File: src/core/mic_params.svh
`ifndef MIC_PARAMS_SVH
`define MIC_PARAMS_SVH

// ----------------------------------------
// Widths
// ----------------------------------------
`define MIC_PC_W 12
`define MIC_ADDR_W 12
`define MIC_NSRC 8

// ----------------------------------------
// Register indices (byte address = 4 * index)
// ----------------------------------------
`define MIC_R_EDGE 0
`define MIC_R_CTL0 1
`define MIC_R_CTL1 2
`define MIC_R_SER 3
`define MIC_R_TM0 4
`define MIC_R_TM1 5
`define MIC_R_EELV 6
`define MIC_R_STAT 7

// ----------------------------------------
// Implemented bits per register
// ----------------------------------------
`define MIC_M_EDGE 8'h0f
`define MIC_M_CTL0 8'h5b
`define MIC_M_CTL1 8'h33
`define MIC_M_SER_FULL 8'hff
`define MIC_M_SER_SMALL 8'h77
`define MIC_M_TM0 8'h33
`define MIC_M_TM1_FULL 8'hff
`define MIC_M_TM1_SMALL 8'h33
`define MIC_M_EELV 8'h33
`define MIC_RESET_VAL 8'h00

// ----------------------------------------
// Flat bit positions: index * 8 + bit
// ----------------------------------------
`define MIC_GIE (`MIC_R_CTL0 * 8 + 0)
`define MIC_E_EXT0 (`MIC_R_CTL0 * 8 + 1)
`define MIC_E_MF0 (`MIC_R_CTL0 * 8 + 3)
`define MIC_F_EXT0 (`MIC_R_CTL0 * 8 + 4)
`define MIC_F_MF0 (`MIC_R_CTL0 * 8 + 6)
`define MIC_E_MF1 (`MIC_R_CTL1 * 8 + 0)
`define MIC_E_MF2 (`MIC_R_CTL1 * 8 + 1)
`define MIC_F_MF1 (`MIC_R_CTL1 * 8 + 4)
`define MIC_F_MF2 (`MIC_R_CTL1 * 8 + 5)
`define MIC_E_TB1 (`MIC_R_SER * 8 + 0)
`define MIC_E_EXT1 (`MIC_R_SER * 8 + 1)
`define MIC_E_SERIAL (`MIC_R_SER * 8 + 2)
`define MIC_E_UART (`MIC_R_SER * 8 + 3)
`define MIC_F_TB1 (`MIC_R_SER * 8 + 4)
`define MIC_F_EXT1 (`MIC_R_SER * 8 + 5)
`define MIC_F_SERIAL (`MIC_R_SER * 8 + 6)
`define MIC_F_UART (`MIC_R_SER * 8 + 7)
`define MIC_F_T0P (`MIC_R_TM0 * 8 + 4)
`define MIC_F_T0A (`MIC_R_TM0 * 8 + 5)
`define MIC_F_T1P (`MIC_R_TM1 * 8 + 4)
`define MIC_F_T1A (`MIC_R_TM1 * 8 + 5)
`define MIC_F_T2P (`MIC_R_TM1 * 8 + 6)
`define MIC_F_T2A (`MIC_R_TM1 * 8 + 7)
`define MIC_F_LV (`MIC_R_EELV * 8 + 4)
`define MIC_F_EE (`MIC_R_EELV * 8 + 5)

// ----------------------------------------
// Vector table
// ----------------------------------------
`define MIC_VEC_BASE 12'h004
`define MIC_VEC_STEP 12'h004

`endif

File: src/core/mic_pkg.sv
`include "mic_params.svh"

package mic_pkg;

    typedef struct packed {
        logic tb1;
        logic serial;
        logic uart;
        logic t0a;
        logic t0p;
        logic t1a;
        logic t1p;
        logic t2a;
        logic t2p;
        logic eeprom;
        logic lowvolt;
    } mic_evt_t;

    typedef struct packed {
        logic psel;
        logic penable;
        logic pwrite;
        logic [`MIC_ADDR_W-1:0] paddr;
        logic [31:0] pwdata;
    } mic_apb_req_t;

    typedef struct packed {
        logic pready;
        logic pslverr;
        logic [31:0] prdata;
    } mic_apb_rsp_t;

    typedef struct packed {
        logic boundary;
        logic stack_full;
        logic return_from_irq;
        logic [`MIC_PC_W-1:0] pc_next;
    } mic_cpu_in_t;

    typedef struct packed {
        logic take;
        logic push;
        logic pop;
        logic wake;
        logic [`MIC_PC_W-1:0] push_data;
        logic [`MIC_PC_W-1:0] vector;
    } mic_cpu_out_t;

    typedef struct packed {
        logic [7:0][7:0] img;
        logic [1:0] pin_prev;
        logic primed;
        logic [2:0] last_src;
        mic_apb_rsp_t apb;
        mic_cpu_out_t cpu;
    } mic_state_t;

endpackage

File: src/core/mic_irq_ctl.sv
// Functional notes
// - Source events set their flag whether or not the source is enabled.
// - Vector only when source enable and global_irq_enable are both 1.
// - On acceptance push next-instruction PC, then load vector address.
// - return_from_irq pops the saved PC from the stack.
// - Acceptance clears global_irq_enable automatically.
// - Requests while global enable is clear still set their flags.
// - No acknowledge while the stack is full.
// - Simultaneous enabled requests are taken in fixed priority order.
// - Any clear flag that a hardware event sets wakes the device from sleep or idle; software writes do not.
// - Timer, low-voltage and EEPROM sources share multi-function vectors.
// - Selected edge on ext_irq_pin0/1 sets ext0_flag or ext1_flag.
// - Servicing an external interrupt clears its flag and global enable.
// - Edge select offers rising, falling, both, or disabled.
// - Unimplemented register bits read as zero.
// - Serial/ext1/time-base register layout; small variant lacks UART bits.
// - Timer0 register: match-A/P flags at 5/4, enables at 1/0.
// - Timer1 register at 5/4 and 1/0; larger variant adds timer2 at 7:6/3:2.
// - EEPROM/low-voltage register layout, all bits reset to 0, read/write.
// - Edge field: 00 off, 01 rising, 10 falling, 11 both.
// - Multi-function flag set by any member; service leaves member flags.
//
// Design decisions made here: register access over APB and the placing of the registers.
`timescale 1ns/1ns
`default_nettype none
`include "mic_params.svh"

module mic_irq_ctl #(
    parameter bit HAS_UART = 1'b1,
    parameter bit HAS_TIMER2 = 1'b1
) (
    input wire logic sys_clk,
    input wire logic sys_rst,
    input wire mic_pkg::mic_apb_req_t apb_req,
    output var mic_pkg::mic_apb_rsp_t apb_rsp,
    input wire mic_pkg::mic_cpu_in_t cpu_in,
    output var mic_pkg::mic_cpu_out_t cpu_out,
    input wire mic_pkg::mic_evt_t evt,
    input wire logic ext_irq_pin0,
    input wire logic ext_irq_pin1
);
    import mic_pkg::*;

    // ----------------------------------------
    // Source tables, index 0 has top priority
    // ----------------------------------------
    localparam int FPOS [`MIC_NSRC] = '{
        `MIC_F_EXT0, `MIC_F_MF0, `MIC_F_MF1, `MIC_F_MF2,
        `MIC_F_TB1, `MIC_F_SERIAL, `MIC_F_EXT1, `MIC_F_UART
    };
    localparam int EPOS [`MIC_NSRC] = '{
        `MIC_E_EXT0, `MIC_E_MF0, `MIC_E_MF1, `MIC_E_MF2,
        `MIC_E_TB1, `MIC_E_SERIAL, `MIC_E_EXT1, `MIC_E_UART
    };

    localparam logic [7:0] M_SER = HAS_UART ?
        `MIC_M_SER_FULL : `MIC_M_SER_SMALL;
    localparam logic [7:0] M_TM1 = HAS_TIMER2 ?
        `MIC_M_TM1_FULL : `MIC_M_TM1_SMALL;
    // Status index carries no stored bits
    localparam logic [63:0] IMPL = {
        8'h00, `MIC_M_EELV, M_TM1, `MIC_M_TM0,
        M_SER, `MIC_M_CTL1, `MIC_M_CTL0, `MIC_M_EDGE
    };

    mic_state_t state_reg;
    mic_state_t state_next;

    // ----------------------------------------
    // Next-state logic
    // ----------------------------------------
    always_comb begin
        logic [63:0] flat;
        logic [63:0] set;
        logic [7:0] pend;
        logic [2:0] idx;
        logic found;
        logic [2:0] ridx;
        logic wr_done;
        logic rd_phase;
        logic mapped;
        logic rise0;
        logic fall0;
        logic rise1;
        logic fall1;
        logic [7:0] rbyte;

        state_next = state_reg;
        flat = state_reg.img;
        set = 64'h0;
        pend = 8'h00;
        idx = 3'h0;
        found = 1'b0;
        rbyte = 8'h00;
        ridx = apb_req.paddr[4:2];
        mapped = (apb_req.paddr[`MIC_ADDR_W-1:5] == '0) &&
                 (apb_req.paddr[1:0] == 2'b00);
        rd_phase = apb_req.psel && apb_req.penable &&
                   !state_reg.apb.pready;
        wr_done = apb_req.psel && apb_req.penable &&
                  state_reg.apb.pready && apb_req.pwrite && mapped;

        // ----------------------------------------
        // APB slave, one wait state
        // ----------------------------------------
        state_next.apb.pready = rd_phase;
        state_next.apb.pslverr = rd_phase && !mapped;
        state_next.apb.prdata = 32'h0;
        if (ridx == 3'(`MIC_R_STAT)) begin
            rbyte = {|pend, 4'h0, state_reg.last_src};
        end else begin
            rbyte = state_reg.img[ridx] & IMPL[ridx*8 +: 8];
        end
        if (rd_phase && mapped && !apb_req.pwrite) begin
            state_next.apb.prdata = {24'h0, rbyte};
        end

        // Software write takes effect at the completing edge only
        if (wr_done && ridx != 3'(`MIC_R_STAT)) begin
            flat[ridx*8 +: 8] = apb_req.pwdata[7:0];
        end

        // ----------------------------------------
        // External pin edges
        // ----------------------------------------
        // First cycle after reset only loads the history, so a pin
        // already high at release is not mistaken for an edge.
        state_next.pin_prev = {ext_irq_pin1, ext_irq_pin0};
        state_next.primed = 1'b1;
        rise0 = state_reg.primed && ext_irq_pin0 &&
                !state_reg.pin_prev[0];
        fall0 = state_reg.primed && !ext_irq_pin0 &&
                state_reg.pin_prev[0];
        rise1 = state_reg.primed && ext_irq_pin1 &&
                !state_reg.pin_prev[1];
        fall1 = state_reg.primed && !ext_irq_pin1 &&
                state_reg.pin_prev[1];
        // Field bit 0 picks rising, bit 1 falling, 00 turns it off
        set[`MIC_F_EXT0] = (state_reg.img[`MIC_R_EDGE][0] && rise0) ||
                           (state_reg.img[`MIC_R_EDGE][1] && fall0);
        set[`MIC_F_EXT1] = (state_reg.img[`MIC_R_EDGE][2] && rise1) ||
                           (state_reg.img[`MIC_R_EDGE][3] && fall1);

        // ----------------------------------------
        // Peripheral events, set regardless of enables
        // ----------------------------------------
        set[`MIC_F_TB1] = evt.tb1;
        set[`MIC_F_SERIAL] = evt.serial;
        set[`MIC_F_UART] = evt.uart;
        set[`MIC_F_T0A] = evt.t0a;
        set[`MIC_F_T0P] = evt.t0p;
        set[`MIC_F_T1A] = evt.t1a;
        set[`MIC_F_T1P] = evt.t1p;
        set[`MIC_F_T2A] = evt.t2a;
        set[`MIC_F_T2P] = evt.t2p;
        set[`MIC_F_EE] = evt.eeprom;
        set[`MIC_F_LV] = evt.lowvolt;
        // Absent variant bits never set
        set = set & IMPL;
        // Member sources feed the shared vectors
        set[`MIC_F_MF0] = set[`MIC_F_T0A] | set[`MIC_F_T0P];
        set[`MIC_F_MF1] = set[`MIC_F_T1A] | set[`MIC_F_T1P] |
                          set[`MIC_F_T2A] | set[`MIC_F_T2P];
        set[`MIC_F_MF2] = set[`MIC_F_EE] | set[`MIC_F_LV];

        // ----------------------------------------
        // Priority and acceptance
        // ----------------------------------------
        for (int i = 0; i < `MIC_NSRC; i++) begin
            pend[i] = state_reg.img[FPOS[i] / 8][FPOS[i] % 8] &&
                      state_reg.img[EPOS[i] / 8][EPOS[i] % 8];
        end
        for (int i = `MIC_NSRC - 1; i >= 0; i--) begin
            if (pend[i]) begin
                idx = 3'(i);
                found = 1'b1;
            end
        end

        state_next.cpu.take = 1'b0;
        state_next.cpu.push = 1'b0;
        state_next.cpu.pop = cpu_in.return_from_irq;
        if (cpu_in.boundary && found && !cpu_in.stack_full &&
            state_reg.img[`MIC_R_CTL0][0]) begin
            state_next.cpu.take = 1'b1;
            state_next.cpu.push = 1'b1;
            state_next.cpu.push_data = cpu_in.pc_next;
            state_next.cpu.vector = `MIC_VEC_BASE +
                `MIC_PC_W'(idx) * `MIC_VEC_STEP;
            state_next.last_src = idx;
            flat[`MIC_GIE] = 1'b0;
            // Only the serviced flag; member flags stay for software
            flat[FPOS[idx]] = 1'b0;
        end

        // Hardware set wins over any clear in the same cycle
        flat = (flat | set) & IMPL;
        state_next.img = flat;

        // Waking only on flags that were clear, so pre-set ones stay quiet
        state_next.cpu.wake = |(set & ~state_reg.img);
    end

    // ----------------------------------------
    // State register
    // ----------------------------------------
    always_ff @(posedge sys_clk or posedge sys_rst) begin
        if (sys_rst) begin
            state_reg <= '0;
        end else begin
            state_reg <= state_next;
        end
    end

    assign apb_rsp = state_reg.apb;
    assign cpu_out = state_reg.cpu;

endmodule

`default_nettype wire

File: config.mk
export PLATFORM = sky130hd
export DESIGN_NAME = mic_irq_ctl
export DESIGN_NICKNAME = d
export VERILOG_FILES = /design/src/core/mic_pkg.sv /design/src/core/mic_irq_ctl.sv
export VERILOG_INCLUDE_DIRS = /design/src /design/src/core
export SDC_FILE = /design/constraint.sdc
export NUM_CORES = 1
export LEC_CHECK = 0
export CAP_MARGIN = 30
export CORE_MARGIN = 2
export CORE_UTILIZATION = 60
export CTS_BUF_LIST = sky130_fd_sc_hd__clkbuf_16
export DETAILED_ROUTE_END_ITERATION = 10
export DONT_BUFFER_PORTS = 1
export PLACE_DENSITY = 0.72
export SYNTH_ARGS = -nofsm -noshare
export SYNTH_HDL_FRONTEND = slang
export SYNTH_SLANG_ARGS = --single-unit
File: constraint.sdc
create_clock -name sys_clk -period 4.1 [get_ports sys_clk]
set_clock_uncertainty 0.1 [all_clocks]
set_input_delay 0.205 -clock sys_clk [delete_from_list [all_inputs] [get_ports sys_clk]]
set_output_delay 0.205 -clock sys_clk [all_outputs]
set_load 0.02 [all_outputs]
==> results of run 1 <==
==> per-layer routing <==
metal  GRT usage  vias to the layer above  part of all wire
li1            -                     1479                 -
met1      0.3611                     1605              0.42
met2      0.4291                      174              0.49
met3     0.06919                       18             0.079
met4     0.09650                        0             0.018
met5           0                        -                 0
==> cells in the mapped netlist (2+ instances only) <==
cell	count
a211o_1	2
a21oi_1	16
a22o_1	2
a22oi_1	5
a31o_2	2
a31oi_1	4
and2_1	3
and3_1	4
buf_4	62
clkbuf_1	11
conb_1	2
dfrtp_1	72
ha_1	7
inv_1	18
mux2_2	15
mux2i_1	22
mux4_2	2
nand2_1	80
nand2b_1	7
nand3_1	8
nand3b_1	6
nand4_1	3
nor2_1	21
nor2b_1	6
nor3_1	4
nor3b_1	3
nor4_1	7
nor4b_1	2
o21ai_0	23
o221ai_1	2
o22ai_1	4
or3_1	3
or4_1	2
or4_4	2
==> placed cells by master (no fill, tap or decap), types with 2 or more instances in the layout <==
| cell type | n |
|---|---|
| a211o_1 | 2 |
| a21oi_1 | 16 |
| a22o_1 | 2 |
| a22oi_1 | 5 |
| a31o_2 | 2 |
| a31oi_1 | 4 |
| and2_1 | 3 |
| and3_1 | 4 |
| buf_4 | 2 |
| clkbuf_16 | 9 |
| clkinv_2 | 2 |
| clkinv_4 | 2 |
| conb_1 | 33 |
| dfrtp_1 | 72 |
| dlygate4sd3_1 | 44 |
| ha_1 | 7 |
| inv_1 | 17 |
| mux2_2 | 15 |
| mux2i_1 | 22 |
| mux4_2 | 2 |
| nand2_1 | 80 |
| nand2b_1 | 7 |
| nand3_1 | 8 |
| nand3b_1 | 6 |
| nand4_1 | 3 |
| nor2_1 | 21 |
| nor2b_1 | 6 |
| nor3_1 | 4 |
| nor3b_1 | 3 |
| nor4_1 | 7 |
| nor4b_1 | 2 |
| o21ai_0 | 22 |
| o221ai_1 | 2 |
| o22ai_1 | 4 |
| or3_1 | 3 |
| or4_1 | 2 |
| or4_4 | 2 |
==> power groups by stage <==
stage          logic, µW  clock network, µW  registers, µW
2_1_floorplan        109                  0            728
3_3_place_gp        88.3                  0            730
3_5_place_dp        89.6                  0            730
4_1_cts              124                768            718
5_1_grt              138                801            718
6_report             127                762            718
==> layout make-up <==
cell class | instances | area, µm² | area share
Timing Repair Buffer | 46 | 455.4 | 0.09859
Clock buffer | 9 | 225.2 | 0.04875
Sequential cell | 72 | 1802 | 0.3900
Inverter | 18 | 67.56 | 0.01463
Clock inverter | 6 | 61.31 | 0.01327
Tap cell | 80 | 100.1 | 0.02167
Multi-Input combinational cell | 314 | 1908 | 0.4131
==> through the flow <==
stage                     instance area [µm²]  setup slack (ns)
after global routing                     4619            0.9766
after floorplan                          4293             1.470
after CTS                                4619             1.168
final                                    4619             1.116
after global placement                   3892             1.391
after detailed placement                 3892             1.377
==> worst paths after layout <==
check,startpoint,to
max,apb_req[34],state_reg[114]$_DFF_PP0_
min,apb_req[34],state_reg[105]$_DFF_PP0_
max reg2reg,state_reg[88]$_DFF_PP0_,state_reg[98]$_DFF_PP0_
min reg2reg,state_reg[63]$_DFFE_PP0N_,state_reg[63]$_DFFE_PP0N_
max in group asynchronous,sys_rst,state_reg[115]$_DFF_PP0_
min in group asynchronous,sys_rst,apb_rsp[5]$_DFF_PP0_
==> cell families (layout without fill, tap and decap cells) <==
logic type,count (synthesis),in the layout,synth area share
adders and majority gates,7,7,0.02097
muxes,39,39,0.1040
buffers and inverters,93,79,0.1396
AOI/OAI and AO/OA,67,67,0.09947
DFF,72,72,0.4314
and+or+nand+nor,168,168,0.2028
other,2,33,0.001798
==> key figures, run 1 <==
Clocking
  • Skew-Pair Late Insertion Delay: 0.34 ns
  • Hold-fix buffer count after cts: 44
  • Clock tree buffer depth: 2
  • CTS tree: built
  • CTS resizes: 0
  • Reg clk slew, reported paths: 0.06 ns
  • Clock Sink Count: 72
  • CTS buffer count: 9
  • H-Tree Level Count: 3
  • # Post-CTS Setup Buffers: 0
  • Root buffer cell: clkbuf_16

Logic synthesis
  • EDFF count, synth: 0
  • Post-synthesis sequential area ratio: 0.4314
  • Area leader, netlist: dfrtp_1
  • Avg Inst Size Synth: 9.323 µm²
  • Post-synth cell types: 50
  • Number of synthesized register bits: 72
  • Asr flop ratio synth: 1.000
  • Mapped Cells: 448
  • Yosys Warn Count: 0
  • Ys flop type: dfrtp_1
  • Synth area leaders: dfrtp_1, buf_4, nand2_1, mux2i_1, mux2_2
  • Synth top area share: 0.4314
  • Synthesized area: 4177 µm²

Power
  • Internal power: 1225 µW
  • Comb pwr share: 0.079
  • Sw frac: 0.2374
  • PD cells: 347.8 nW/µm²
  • Reg power frac: 0.447
  • Switching pwr: 381.5 µW
  • Lkg Pwr: 0.002156 µW
  • Total power: 1607 µW
  • Clock power share: 0.474
  • VDD IR max: 229.0 µV

Worst setup path
  • Worst EP arrival: 3.11 ns
  • Crit-path cells: inv_1 > ha_1 > ha_1 > nor2b_1 > nand3b_1 > nor4b_4 > nor2b_1 > a211o_1 > dlygate4sd3_1
  • Top Family by Delay on Critical Path: simple AND/OR/NAND/NOR gates
  • CP Capture Type: flop
  • Crit path kind: in -> reg
  • CP Max Fanout: 22
  • Crit-path max cell delay: 0.71 ns
  • CP Buf/Inv Count: 2
  • Flop-to-flop setup slack: 1.26 ns
  • R2R cell count: 9
  • Worst Setup Start Kind: input port
  • Slowest CP cell: nor4b_4
  • Worst path depth: 9
  • Critical Path RT: 4.22 ns

Die
  • Die Wd: 87.43 µm
  • Io pins: 139
  • Die H: 87.43 µm
  • Rows: 30
  • Full die area: 7644 µm²
  • Total core area: 6756 µm²
  • Initial Utilization: 0.6181

STA
  • Final hold slack: -0.001607 ns
  • Final setup fails: 0
  • Setup TNS: 0 ns
  • Tmin final: 2.984 ns
  • Slew headroom: 0.4703
  • Hold Fails Final Rpt: 2
  • Final period utilization: 0.7278
  • Max-slew violations: 0
  • RSZ-0062 raised after global routing: false
  • Max Fclk: 335.1 MHz
  • Worst Max-Slew Pin Slew: 0.7912 ns

Finish
  • Area growth syn-to-layout: 10.61%
  • Final net count: 545
  • FILL cells: 535
  • Final core utilization: 0.6837
  • Share of cells above drive strength 1: 0.09462
  • Non-filler cells, final: 545
  • Largest register FFs: 43
  • Final antenna diode count: 0

Detailed routing
  • DRC viols: 0
  • Routed wire length: 9974 µm
  • Routed wire length per instance: 18.30 µm
  • Drt via density: 6.011
  • Vias: 3276
  • Initial DRC count: 253
  • Antenna viol nets, final: 0
  • Iteration count of the initial detailed-routing pass: 5

Outcome
  • Status: finished, violations left
  • Failing checks: hold timing

Min path
  • Hold Path Stages: 2
  • Hold Crit Class: in -> reg

Place
  • IO buf count: 0
  • Final HPWL DP: 6711 µm
  • Routability cong.: 0.8622
  • Placed cells: 486

Global routing
  • Gr usage total: 0.2711
  • Initial antenna violation count: 0
  • GRT overflow: 0
  • Number of global-route vias before repair: 3059
  • First-pass GRT wire length: 15610 µm
  • Largest net degree at the start of global routing: 48

Run
  • Max-cap violations: 0
Power figures use the tool's default switching activity.
==> inputs of run 2 (changes only) <==
--- a/config.mk
+++ b/config.mk
@@ -8,7 +8,7 @@
 export LEC_CHECK = 0
 export CAP_MARGIN = 30
 export CORE_MARGIN = 2
-export CORE_UTILIZATION = 60
+export CORE_UTILIZATION = 58
 export CTS_BUF_LIST = sky130_fd_sc_hd__clkbuf_16
 export DETAILED_ROUTE_END_ITERATION = 10
 export DONT_BUFFER_PORTS = 1
==> constraint.sdc (replaced) <==
create_clock -name sys_clk -period 2.7 [get_ports sys_clk]
set_clock_uncertainty 0.1 [all_clocks]
set_input_delay 0.135 -clock sys_clk [delete_from_list [all_inputs] [get_ports sys_clk]]
set_output_delay 0.135 -clock sys_clk [all_outputs]
set_load 0.02 [all_outputs]
==> key figures, run 2 (same netlist as run 1, synthesis figures left out) <==
Finish
  • Final net count: 555 (+1.8%)
  • Share of cells above drive strength 1: 0.1113 (+0.01672)
  • Largest register FFs: 43 (unchanged)
  • Most frequent cells in the layout: nand2_1, dfrtp_1, dlygate4sd3_1
  • Area growth syn-to-layout: 14.77%
  • Final antenna diode count: 0 (unchanged)
  • Most common cell after layout, fill and taps aside: nand2_1

Clocking
  • Skew-Pair Late Insertion Delay: 0.33 ns (about the same)
  • Clock Sink Count: 72 (unchanged)
  • H-Tree Level Count: 3 (unchanged)
  • Root buffer cell: clkbuf_16
  • CTS buffer count: 9 (unchanged)
  • Clock tree buffer depth: 2 (unchanged)
  • CTS tree: built
  • Reg clk slew, reported paths: 0.06 ns (about the same)

Worst setup path
  • Setup crit end: state_reg[113]$_DFF_PP0_
  • Worst path most repeated cell: dlygate4sd3_1
  • RR Endpoint: state_reg[113]$_DFF_PP0_
  • Crit path kind: in -> reg
  • Critical R2R Launch: apb_rsp[33]$_DFF_PP0_
  • Flop-to-flop setup slack: 0.11 ns (-1.15 ns)
  • R2R cell count: 7 (-2)
  • Worst EP arrival: 2.75 ns (-0.36 ns)
  • Slowest CP cell: or4_4
  • CP Max Fanout: 7 (-68%)
  • Crit-path max cell delay: 0.57 ns (-0.14 ns)
  • CP Capture Type: flop
  • Critical Path RT: 2.81 ns (-1.41 ns)
  • Top Family by Delay on Critical Path: buffers and inverters
  • CP Buf/Inv Count: 3 (+1)
  • Worst Setup SP: apb_req[33]
  • Worst Setup Start Kind: input port
  • Worst path depth: 7 (-2)
  • Crit-path cells: dlygate4sd3_1 > or4_4 > nor4b_4 > buf_6 > mux2i_1 > nand2_1 > dlygate4sd3_1

Die
  • Full die area: 7895 µm² (+3.3%)
  • Rows: 30 (unchanged)
  • Die H: 88.86 µm (+1.6%)
  • Total core area: 6869 µm² (+1.7%)
  • Initial Utilization: 0.6080 (-0.01013)
  • Die Wd: 88.86 µm (+1.6%)
  • Io pins: 139 (unchanged)

Power
  • PD cells: 530.3 nW/µm² (+52%)
  • Lkg Pwr: 0.002215 µW (+2.7%)
  • VDD IR max: 322.7 µV (+41%)

STA
  • Max-slew violations: 0 (unchanged)
  • Final setup fails: 0 (unchanged)
  • Setup TNS: 0 ns (unchanged)
  • Tmin final: 2.641 ns
  • Worst Max-Slew Pin Slew: 0.5224 ns (-0.2688 ns)
  • Slew headroom: 0.6512 (+0.1809)
  • Final period utilization: 0.9780
  • Max Fclk: 378.7 MHz
  • Hold Fails Final Rpt: 0 (-2)
  • RSZ-0062 raised after global routing: false
  • Final worst slack: 0.05933 ns (-1.057 ns)

Place
  • IO buf count: 0 (unchanged)
  • Place WS: 0.2873 ns (-1.090 ns)
  • Final HPWL DP: 6822 µm (+1.7%)
  • Routability cong.: 0.8995 (+4.3%)

Detailed routing
  • Vias: 3273 (-0.092%)
  • Antenna viol nets, final: 0 (unchanged)
  • Initial DRC count: 230 (-9.1%)
  • DRC viols: 0 (unchanged)
  • Drt via density: 5.722 (-4.8%)
  • Routed wire length per instance: 17.45 µm (-4.6%)
  • Iteration count of the initial detailed-routing pass: 5 (unchanged)
  • Routed wire length: 9984 µm (+0.10%)

Global routing
  • Gr usage total: 0.2649 (-0.006129)
  • Largest net degree at the start of global routing: 50 (+4.2%)
  • GRT overflow: 0 (unchanged)
  • Number of global-route vias before repair: 3077 (+0.59%)
  • Initial antenna violation count: 0 (unchanged)
  • First-pass GRT wire length: 15700 µm (+0.58%)

Run
  • Max-cap violations: 0 (unchanged)

Min path
  • Hold Crit Class: in -> reg

Outcome
  • Status: complete, no violations
run 2: metal layers:
metal  share of wire  global-route usage
met4           0.022             0.09780
met5               0                   0
met2            0.48              0.4084
met1            0.42              0.3739
met3           0.082             0.04944
run 2: where the power goes:
| group | internal (µW) | switching (µW) |
|---|---|---|
| sequential | 1080 | 5.49 |
| combinational | 78.4 | 126 |
| clock | 800 | 448 |
run 2: area by class of cell:
| type | instances | area, µm² |
|---|---|---|
| clock buffers | 9 | 225.2 |
| clock inverters | 7 | 87.58 |
| fillers | 509 | 2076 |
| inverters | 18 | 67.56 |
| multi-input cells | 314 | 1931 |
| flip-flops and latches | 72 | 1803 |
| well taps | 96 | 120.1 |
| repair buffers | 56 | 559.3 |
run 2: worst register-to-register path, cell delays in order (launching register included):
cell,delay [ns]
dfrtp_2,0.43
nand4_1,0.20
nand3b_1,0.27
nor4b_4,0.36
buf_6,0.21
mux2i_1,0.25
nand2_1,0.09
dlygate4sd3_1,0.56
run 2: per-stage QoR:
step | power [µW] | hold WS, ns | cells | cell area (µm²) | utilization
3_5_place_dp | 1251 | -0.005913 | 507 | 3963 | 0.5769
6_report | 2542 | 0.01917 | 572 | 4793 | 0.6978
5_1_grt | 2626 | 0.03193 | 572 | 4793 | 0.6978
2_1_floorplan | 1270 | 0.06643 | 479 | 4293 | -
3_3_place_gp | 1249 | -0.01870 | 507 | 3963 | 0.5769
4_1_cts | 2551 | 0.0008113 | 572 | 4766 | 0.6938
run 2: timing repair:
item / 4_1_cts / 5_1_grt
gates resized for setup: 0 / 6
setup buffers: 0 / 0
hold buffers: 49 / 0
endpoints found under the hold margin: 84 / 0
setup endpoints to repair: 0 / 5
run 2: worst min path at each step:
stage	from	end	slack, ns	cells after the start
6_report	apb_req[36]	apb_rsp[0]$_DFF_PP0_	0.02	3
5_1_grt	apb_req[36]	apb_rsp[1]$_DFF_PP0_	0.03	3
4_1_cts	apb_req[36]	apb_rsp[1]$_DFF_PP0_	0.0008	3
3_5_place_dp	sys_rst	cpu_out[23]$_DFFE_PP0N_	-0.006	1
3_3_place_gp	sys_rst	cpu_out[16]$_DFFE_PP0N_	-0.02	1
2_1_floorplan	cpu_in[12]	cpu_out[25]$_DFF_PP0_	0.07	0
